$ cat src/rtl/slice_cc_defines.vh
// Constants for the timer slice compare, timer and capture register set.
// Included by the slice register module; holds definitions only.
`ifndef SLICE_CC_DEFINES_VH
`define SLICE_CC_DEFINES_VH

// Register byte addresses
`define OFS_COMPARE_SHADOW    8'h00
`define OFS_TIMER_COUNT       8'h04
`define OFS_CAPTURE_ZERO      8'h08
`define OFS_CAPTURE_ONE       8'h0C
`define OFS_CAPTURE_TWO       8'h10
`define OFS_ACTIVE_COMPARE    8'h14
`define OFS_INT_STATUS        8'h18
`define OFS_INT_MASK          8'h1C

// Address width and capture register spacing
`define ADDR_W                8
`define CAPTURE_STRIDE        8'h04
`define NUM_CAPTURE           3

// Capture register field positions
`define CAPT_VALUE_MSB        15
`define CAPT_VALUE_LSB        0
`define CAPT_PRESC_MSB        19
`define CAPT_PRESC_LSB        16
`define CAPT_FULL_BIT         20

// Interrupt status layout: bits 2..0 capture events, bit 3 shadow transfer
`define INT_W                 4
`define INT_SHADOW_BIT        3

// Reset values
`define RST_COMPARE_SHADOW    16'h0000
`define RST_ACTIVE_COMPARE    16'h0000
`define RST_CAPTURE_VALUE     16'h0000
`define RST_CAPTURE_PRESC     4'h0
`define RST_INT_MASK          4'h0

`endif

$ cat src/rtl/slice_cc_regs.v
// Compare shadow, timer count and capture registers of one timer slice.
// Assumes one clock; counter, prescaler and shadow transfer logic sit outside
// and all their signals are synchronous to clk.
//
// Overview of operation
// - A 16-bit compare shadow value is held and copied into the active compare value on each shadow transfer.
// - In capture mode with an external signal capturing into capture registers zero and one, the shadow reads zero.
// - The running timer count can be read, and a software write to it is accepted only while the timer is stopped.
// - Bits 31 to 16 of shadow and timer registers and bits 31 to 21 of each capture register read as zero.
// - Each of the three capture registers keeps its captured 16-bit timer value in bits 15 to 0.
// - Each capture also stores the 4-bit prescaler value of that moment in bits 19 to 16.
// - Bit 20 of each capture register is a full flag, one when a value was captured since the last read.
// - In compare mode every read of a capture register returns zero in all fields.
// - The active compare value cannot be written by software and changes only by shadow transfer.
`timescale 1ns/1ps
`include "slice_cc_defines.vh"

module slice_cc_regs (
	// Clock and reset
	input  wire                     clk,
	input  wire                     rst_n,
	// Register port
	input  wire [`ADDR_W-1:0]       reg_addr,
	input  wire [31:0]              reg_wdata,
	input  wire                     reg_wr,
	input  wire                     reg_rd,
	output reg  [31:0]              reg_rdata,
	// Slice mode and timer state
	input  wire                     compare_mode,
	input  wire                     capture_ext_01,
	input  wire                     timer_running,
	input  wire [15:0]              timer_count_value,
	input  wire [3:0]               prescaler_value,
	// Events from the slice
	input  wire                     shadow_transfer,
	input  wire [`NUM_CAPTURE-1:0]  capture_event,
	// Outputs to the slice
	output reg  [15:0]              active_compare_value,
	output reg                      timer_load,
	output reg  [15:0]              timer_load_value,
	output wire                     irq
);

	// Register selects
	wire                     sel_shadow;
	wire                     sel_timer;
	wire                     sel_active;
	wire                     sel_status;
	wire                     sel_mask;
	wire [`NUM_CAPTURE-1:0]  sel_capture;

	// Stored state
	reg  [15:0]              compare_shadow_q;
	reg  [15:0]              compare_shadow_d;
	reg  [15:0]              active_compare_d;
	reg  [`INT_W-1:0]        int_status_q;
	reg  [`INT_W-1:0]        int_status_d;
	reg  [`INT_W-1:0]        int_mask_q;
	reg  [`INT_W-1:0]        int_mask_d;
	reg  [31:0]              rdata_d;
	reg                      timer_load_d;
	reg  [15:0]              timer_load_value_d;

	// Per-capture read words, zero unless that register is addressed in capture mode
	wire [31:0]              capt_rd_word [0:`NUM_CAPTURE-1];
	reg  [31:0]              capt_rd_any;
	integer                  ci;
	wire [`NUM_CAPTURE-1:0]  capt_taken;

	// Events raised this cycle
	wire [`INT_W-1:0]        int_events;

	assign sel_shadow = (reg_addr == `OFS_COMPARE_SHADOW);
	assign sel_timer  = (reg_addr == `OFS_TIMER_COUNT);
	assign sel_active = (reg_addr == `OFS_ACTIVE_COMPARE);
	assign sel_status = (reg_addr == `OFS_INT_STATUS);
	assign sel_mask   = (reg_addr == `OFS_INT_MASK);

	// Captures are only taken while the slice is in capture mode
	assign capt_taken = compare_mode ? {`NUM_CAPTURE{1'b0}} : capture_event;

	assign int_events = {shadow_transfer, capt_taken};

	// Capture registers, one per generate entry
	genvar gi;
	generate
		for (gi = 0; gi < `NUM_CAPTURE; gi = gi + 1) begin : g_capt
			reg  [15:0] value_q;
			reg  [15:0] value_d;
			reg  [3:0]  presc_q;
			reg  [3:0]  presc_d;
			reg         full_q;
			reg         full_d;
			wire        rd_hit;

			assign sel_capture[gi] = (reg_addr == (`OFS_CAPTURE_ZERO + gi * `CAPTURE_STRIDE));
			assign rd_hit          = reg_rd & sel_capture[gi];

			always @* begin
				value_d = value_q;
				presc_d = presc_q;
				full_d  = full_q;
				if (rd_hit) begin
					full_d = 1'b0;
				end
				if (capt_taken[gi]) begin
					value_d = timer_count_value;
					presc_d = prescaler_value;
					full_d  = 1'b1;
				end
			end

			always @(posedge clk or negedge rst_n) begin
				if (!rst_n) begin
					value_q <= `RST_CAPTURE_VALUE;
					presc_q <= `RST_CAPTURE_PRESC;
					full_q  <= 1'b0;
				end else begin
					value_q <= value_d;
					presc_q <= presc_d;
					full_q  <= full_d;
				end
			end

			// Compare mode hides all capture fields
			assign capt_rd_word[gi] = (sel_capture[gi] && !compare_mode) ?
				{11'h000, full_q, presc_q, value_q} : 32'h0000_0000;
		end
	endgenerate

	// Compare shadow and active compare
	always @* begin
		compare_shadow_d = compare_shadow_q;
		active_compare_d = active_compare_value;
		if (reg_wr && sel_shadow) begin
			compare_shadow_d = reg_wdata[15:0];
		end
		if (shadow_transfer) begin
			active_compare_d = compare_shadow_q;
		end
	end

	always @(posedge clk or negedge rst_n) begin
		if (!rst_n) begin
			compare_shadow_q     <= `RST_COMPARE_SHADOW;
			active_compare_value <= `RST_ACTIVE_COMPARE;
		end else begin
			compare_shadow_q     <= compare_shadow_d;
			active_compare_value <= active_compare_d;
		end
	end

	// Timer count write, passed to the counter as a one-cycle load
	always @* begin
		timer_load_d       = 1'b0;
		timer_load_value_d = timer_load_value;
		if (reg_wr && sel_timer && !timer_running) begin
			timer_load_d       = 1'b1;
			timer_load_value_d = reg_wdata[15:0];
		end
	end

	always @(posedge clk or negedge rst_n) begin
		if (!rst_n) begin
			timer_load       <= 1'b0;
			timer_load_value <= 16'h0000;
		end else begin
			timer_load       <= timer_load_d;
			timer_load_value <= timer_load_value_d;
		end
	end

	// Interrupt status and mask; a set in the clearing cycle wins
	always @* begin
		int_status_d = int_status_q;
		int_mask_d   = int_mask_q;
		if (reg_rd && sel_status) begin
			int_status_d = {`INT_W{1'b0}};
		end
		int_status_d = int_status_d | int_events;
		if (reg_wr && sel_mask) begin
			int_mask_d = reg_wdata[`INT_W-1:0];
		end
	end

	always @(posedge clk or negedge rst_n) begin
		if (!rst_n) begin
			int_status_q <= {`INT_W{1'b0}};
			int_mask_q   <= `RST_INT_MASK;
		end else begin
			int_status_q <= int_status_d;
			int_mask_q   <= int_mask_d;
		end
	end

	assign irq = |(int_status_q & int_mask_q);

	// Merge of the capture read words; at most one is selected
	always @* begin
		capt_rd_any = 32'h0000_0000;
		for (ci = 0; ci < `NUM_CAPTURE; ci = ci + 1) begin
			capt_rd_any = capt_rd_any | capt_rd_word[ci];
		end
	end

	// Read data, presented the cycle after the read strobe
	always @* begin
		rdata_d = 32'h0000_0000;
		if (reg_rd) begin
			if (sel_shadow) begin
				if (!(compare_mode == 1'b0 && capture_ext_01)) begin
					rdata_d[15:0] = compare_shadow_q;
				end
			end else if (sel_timer) begin
				rdata_d[15:0] = timer_count_value;
			end else if (sel_active) begin
				rdata_d[15:0] = active_compare_value;
			end else if (sel_status) begin
				rdata_d[`INT_W-1:0] = int_status_q;
			end else if (sel_mask) begin
				rdata_d[`INT_W-1:0] = int_mask_q;
			end else begin
				rdata_d = capt_rd_any;
			end
			// Capture reads in compare mode and unmapped reads return zero
		end
	end

	always @(posedge clk or negedge rst_n) begin
		if (!rst_n) begin
			reg_rdata <= 32'h0000_0000;
		end else begin
			reg_rdata <= rdata_d;
		end
	end

endmodule

$ cat config.mk
export PLATFORM = sky130hd
export DESIGN_NAME = slice_cc_regs
export DESIGN_NICKNAME = d
export VERILOG_FILES = /design/src/rtl/slice_cc_regs.v
export VERILOG_INCLUDE_DIRS = /design/src /design/src/rtl
export SDC_FILE = /design/constraint.sdc
export NUM_CORES = 1
export LEC_CHECK = 0
export BUFFER_PORTS_ARGS = -buffer_cell sky130_fd_sc_hd__buf_2
export CAP_MARGIN = 0
export CORE_ASPECT_RATIO = 0.9
export CORE_MARGIN = 10
export CORE_UTILIZATION = 32
export CTS_BUF_LIST = sky130_fd_sc_hd__clkbuf_16
export CTS_CLUSTER_SIZE = 24
export DETAILED_ROUTE_END_ITERATION = 6
export HOLD_SLACK_MARGIN = 0.08
export PLACE_DENSITY = 0.59
export SLEW_MARGIN = 25
export SYNTH_ARGS = -nofsm -noshare
export SYNTH_HDL_FRONTEND = slang
export SYNTH_SLANG_ARGS = --single-unit
$ cat constraint.sdc
create_clock -name clk -period 1.85 [get_ports clk]
set_clock_uncertainty 0.2 [all_clocks]
set_input_delay 0.0925 -clock clk [delete_from_list [all_inputs] [get_ports clk]]
set_output_delay 0.0925 -clock clk [all_outputs]
set_load 0.01 [all_outputs]
==> results.py <==
metrics = {
    "route": {
        "drc": 0,
        "dr.pass1.iters": 4,
        "dr_total_vias": 4730,
        "ant_nets": 0,
        "viasPerCell": 4.968,
        "drtIter0Drc": 274,
        "wl_per_cell_um": 20.02,
        "routed_wl_mm": 19.06,
    },
    "yosys": {
        "synth_flop_cell": "dfrtp_1",
        "synth_most_common_cell": "dfrtp_1",
        "ys_seq_area_share_pct": 54.56,
        "yosysTopAreaCellShare_pct": 54.56,
        "yosysUniqueCellTypes": 52,
        "syn_avg_cell_area_um2": 13.09,
        "netlist_top_cells_area": "dfrtp_1, mux2_2, a221oi_1",
        "synth-async-reset-ratio_pct": 100.0,
        "ys_top_cells_by_count": "dfrtp_1, mux2_2, nand2_1, a221oi_1, clkbuf_1",
        "ys_warn_count": 0,
        "synth_top_area_cell": "dfrtp_1",
        "syn_inst": 494,
        "synthesis.area_um2": 6467,
        "synth-edff-count": 0,
        "synth_seq_cells": 141,
    },
    "finish": {
        "syn_to_final_growth_pct": 36.10,
        "final_cell_area_um2": 8802,
        "drive_above_1_share_pct": 48.78,
        "diodes": 0,
        "nets": 755,
        "fin_cells": 952,
    },
    "sta": {
        "setup_viol": 1,
        "finalCritPeriodShare_pct": 102.5,
        "hold_ws_ns": 0.0008409,
        "max_freq_mhz": 527.3,
        "hold_violations": 0,
        "fin_ws_ns": -0.04658,
        "tightest_slew_ns": 0.5176,
        "rsz0062_at_grt": "yes",
        "slew_violations": 0,
        "slew_headroom_pct": 65.49,
        "period_needed_ns": 1.897,
    },
    "global_routing": {
        "grt_pass1_wl_mm": 30.22,
        "antenna_found_initial": 0,
        "track_usage_pct": 14.71,
        "grt_max_degree": 50,
        "grt_pass1_vias": 5307,
        "gr-total-overflow": 0,
    },
    "job": {
        "maxCapViolations": 0,
    },
    "worst_setup_path": {
        "cp-start-kind": "register",
        "path_class": "register to register",
        "crit_path_max_fanout": 2,
        "endpoint_kind": "register",
        "worstPathArrival_ns": 2.02,
        "crit_required_ns": 1.97,
    },
    "die": {
        "start_util_pct": 32.46,
        "dieArea_um2": 26310,
        "core_area_um2": 19930,
        "rows": 49,
        "dieHeight_um": 154.9,
        "die_w_um": 169.9,
        "ios": 137,
    },
    "outcome": {
        "violations": "setup timing",
        "status": "finished with violations",
    },
    "hold_path": {
        "hp-class": "primary input to register",
    },
    "pwr": {
        "leakage_nw": 4.131,
        "peakVddDrop_uv": 643.0,
        "p_total_mw": 7.554,
        "pwr_density_cell_nw_per_um2": 858.2,
    },
    "place": {
        "port_buffers": 109,
        "globalplace.congestion": 0.8295,
        "dpl_cell_area_um2": 7670,
        "dpl.cell_count": 865,
        "post-dp-hpwl_mm": 13.69,
    },
    "clock_network": {
        "path_clk_slew_ns": 0.06,
        "cts_tree": "done",
        "h-tree-depth": 4,
        "cts_max_path_buffers": 2,
        "cts.sinks": 141,
        "cts_made_buffers": 17,
        "cts-root-buf": "clkbuf_16",
        "worstSkewPairLatency_ns": 0.42,
    },
}
path summary, 6_finish.rpt:
check,start,endpoint,slack (ns),depth (start not counted)
setup / recovery,g_capt[2].value_q[1],reg_rdata[1],-0.05,4
hold / removal,reg_addr[2],reg_rdata[1],0.0008,5
setup reg to reg,g_capt[2].value_q[1],reg_rdata[1],-0.05,4
hold reg to reg,g_capt[0].value_q[11],g_capt[0].value_q[11],0.30,1
max in group asynchronous,rst_n,g_capt[2].value_q[8],0.25,4
min in group asynchronous,rst_n,reg_rdata[0],0.53,3
state kept, by name (all words and copies together), names as in the netlist:
name,cells
g_capt.value_q,48
reg_rdata,21
active_compare_value,16
compare_shadow_q,16
timer_load_value,16
g_capt.presc_q,12
int_mask_q,4
int_status_q,4
g_capt.full_q,3
timer_load,1
logic make-up (layout without fill, tap and decap cells):
group	count (synthesis)	count (layout)	synth area share (%)
AOI/OAI and AO/OA	75	75	9.267
other	1	11	0.05798
and+or+nand+nor	94	94	8.590
buffers and inverters	50	243	3.869
muxes	133	133	23.66
DFF	141	141	54.56
worst max-delay path, cell delays in order (launching register included):
cell,delay (ns)
dfrtp_1,0.34
or4b_4,0.48
a2111oi_4,0.35
o22ai_2,0.12
a221oi_2,0.31
layout by cell type (no fill, tap or decap), types with 2 or more instances in the layout:
cell type,count
dfrtp_1,141
mux2_2,119
buf_2,108
dlygate4sd3_1,53
buf_4,33
nand2_1,28
clkbuf_16,17
a221oi_1,16
nor3_1,16
a211oi_1,13
buf_12,12
a221oi_2,11
conb_1,11
mux2_4,10
a22oi_1,9
nor2_1,8
nand2b_1,7
nor2b_1,6
clkinv_2,6
nand3_1,5
inv_1,4
mux2i_1,4
o21ai_0,4
clkinv_1,4
a21bo_2,3
or3_1,3
o311ai_0,3
a21oi_1,3
clkinvlp_4,3
o32ai_1,2
o22a_1,2
or2_2,2
nand4_1,2
timing repair:
action / 4_1_cts / 5_1_grt
setup endpoints to repair: 1 / 7
resized for setup: 2 / 4
hold buffers: 53 / 1
pin swaps: 1 / 1
hold endpoints to repair: 282 / 2
setup buffers: 0 / 1
area by class of cell:
cell class	count	area (um2)
clock inverters	15	106.4
well taps	255	319.1
inverters	4	15.01
repair buffers	207	1570
fillers	1813	11120
clock buffers	17	425.4
flip-flops and latches	141	3528
multi-input cells	313	2838
metrics by stage:
step,util (%),setup TNS [ns],worst slack [ns]
2_1_floorplan,-,-1.039,-0.09281
3_3_place_gp,38.49,-7.453,-0.2153
3_5_place_dp,38.49,-8.576,-0.2172
4_1_cts,43.96,0,0.01697
5_1_grt,44.18,-0.07575,-0.07575
6_report,44.18,-0.04658,-0.04658
routing by layer:
layer  GRT usage [%]  wire length, um  up-vias
met4           4.593              250        0
li1                -                -     2208
met1           19.51             9013     2394
met5               0                0        -
met2           22.75             8866      110
met3           4.123              931       18
power by group:
group / leakage (nW) / total [mW] / internal [mW] / switching [mW]
logic: 2.08 / 0.980 / 0.526 / 0.453
registers: 1.79 / 3.48 / 3.33 / 0.143
clock network: 0.258 / 3.10 / 1.81 / 1.29
No activity file was read; power rests on OpenSTA's default activity.
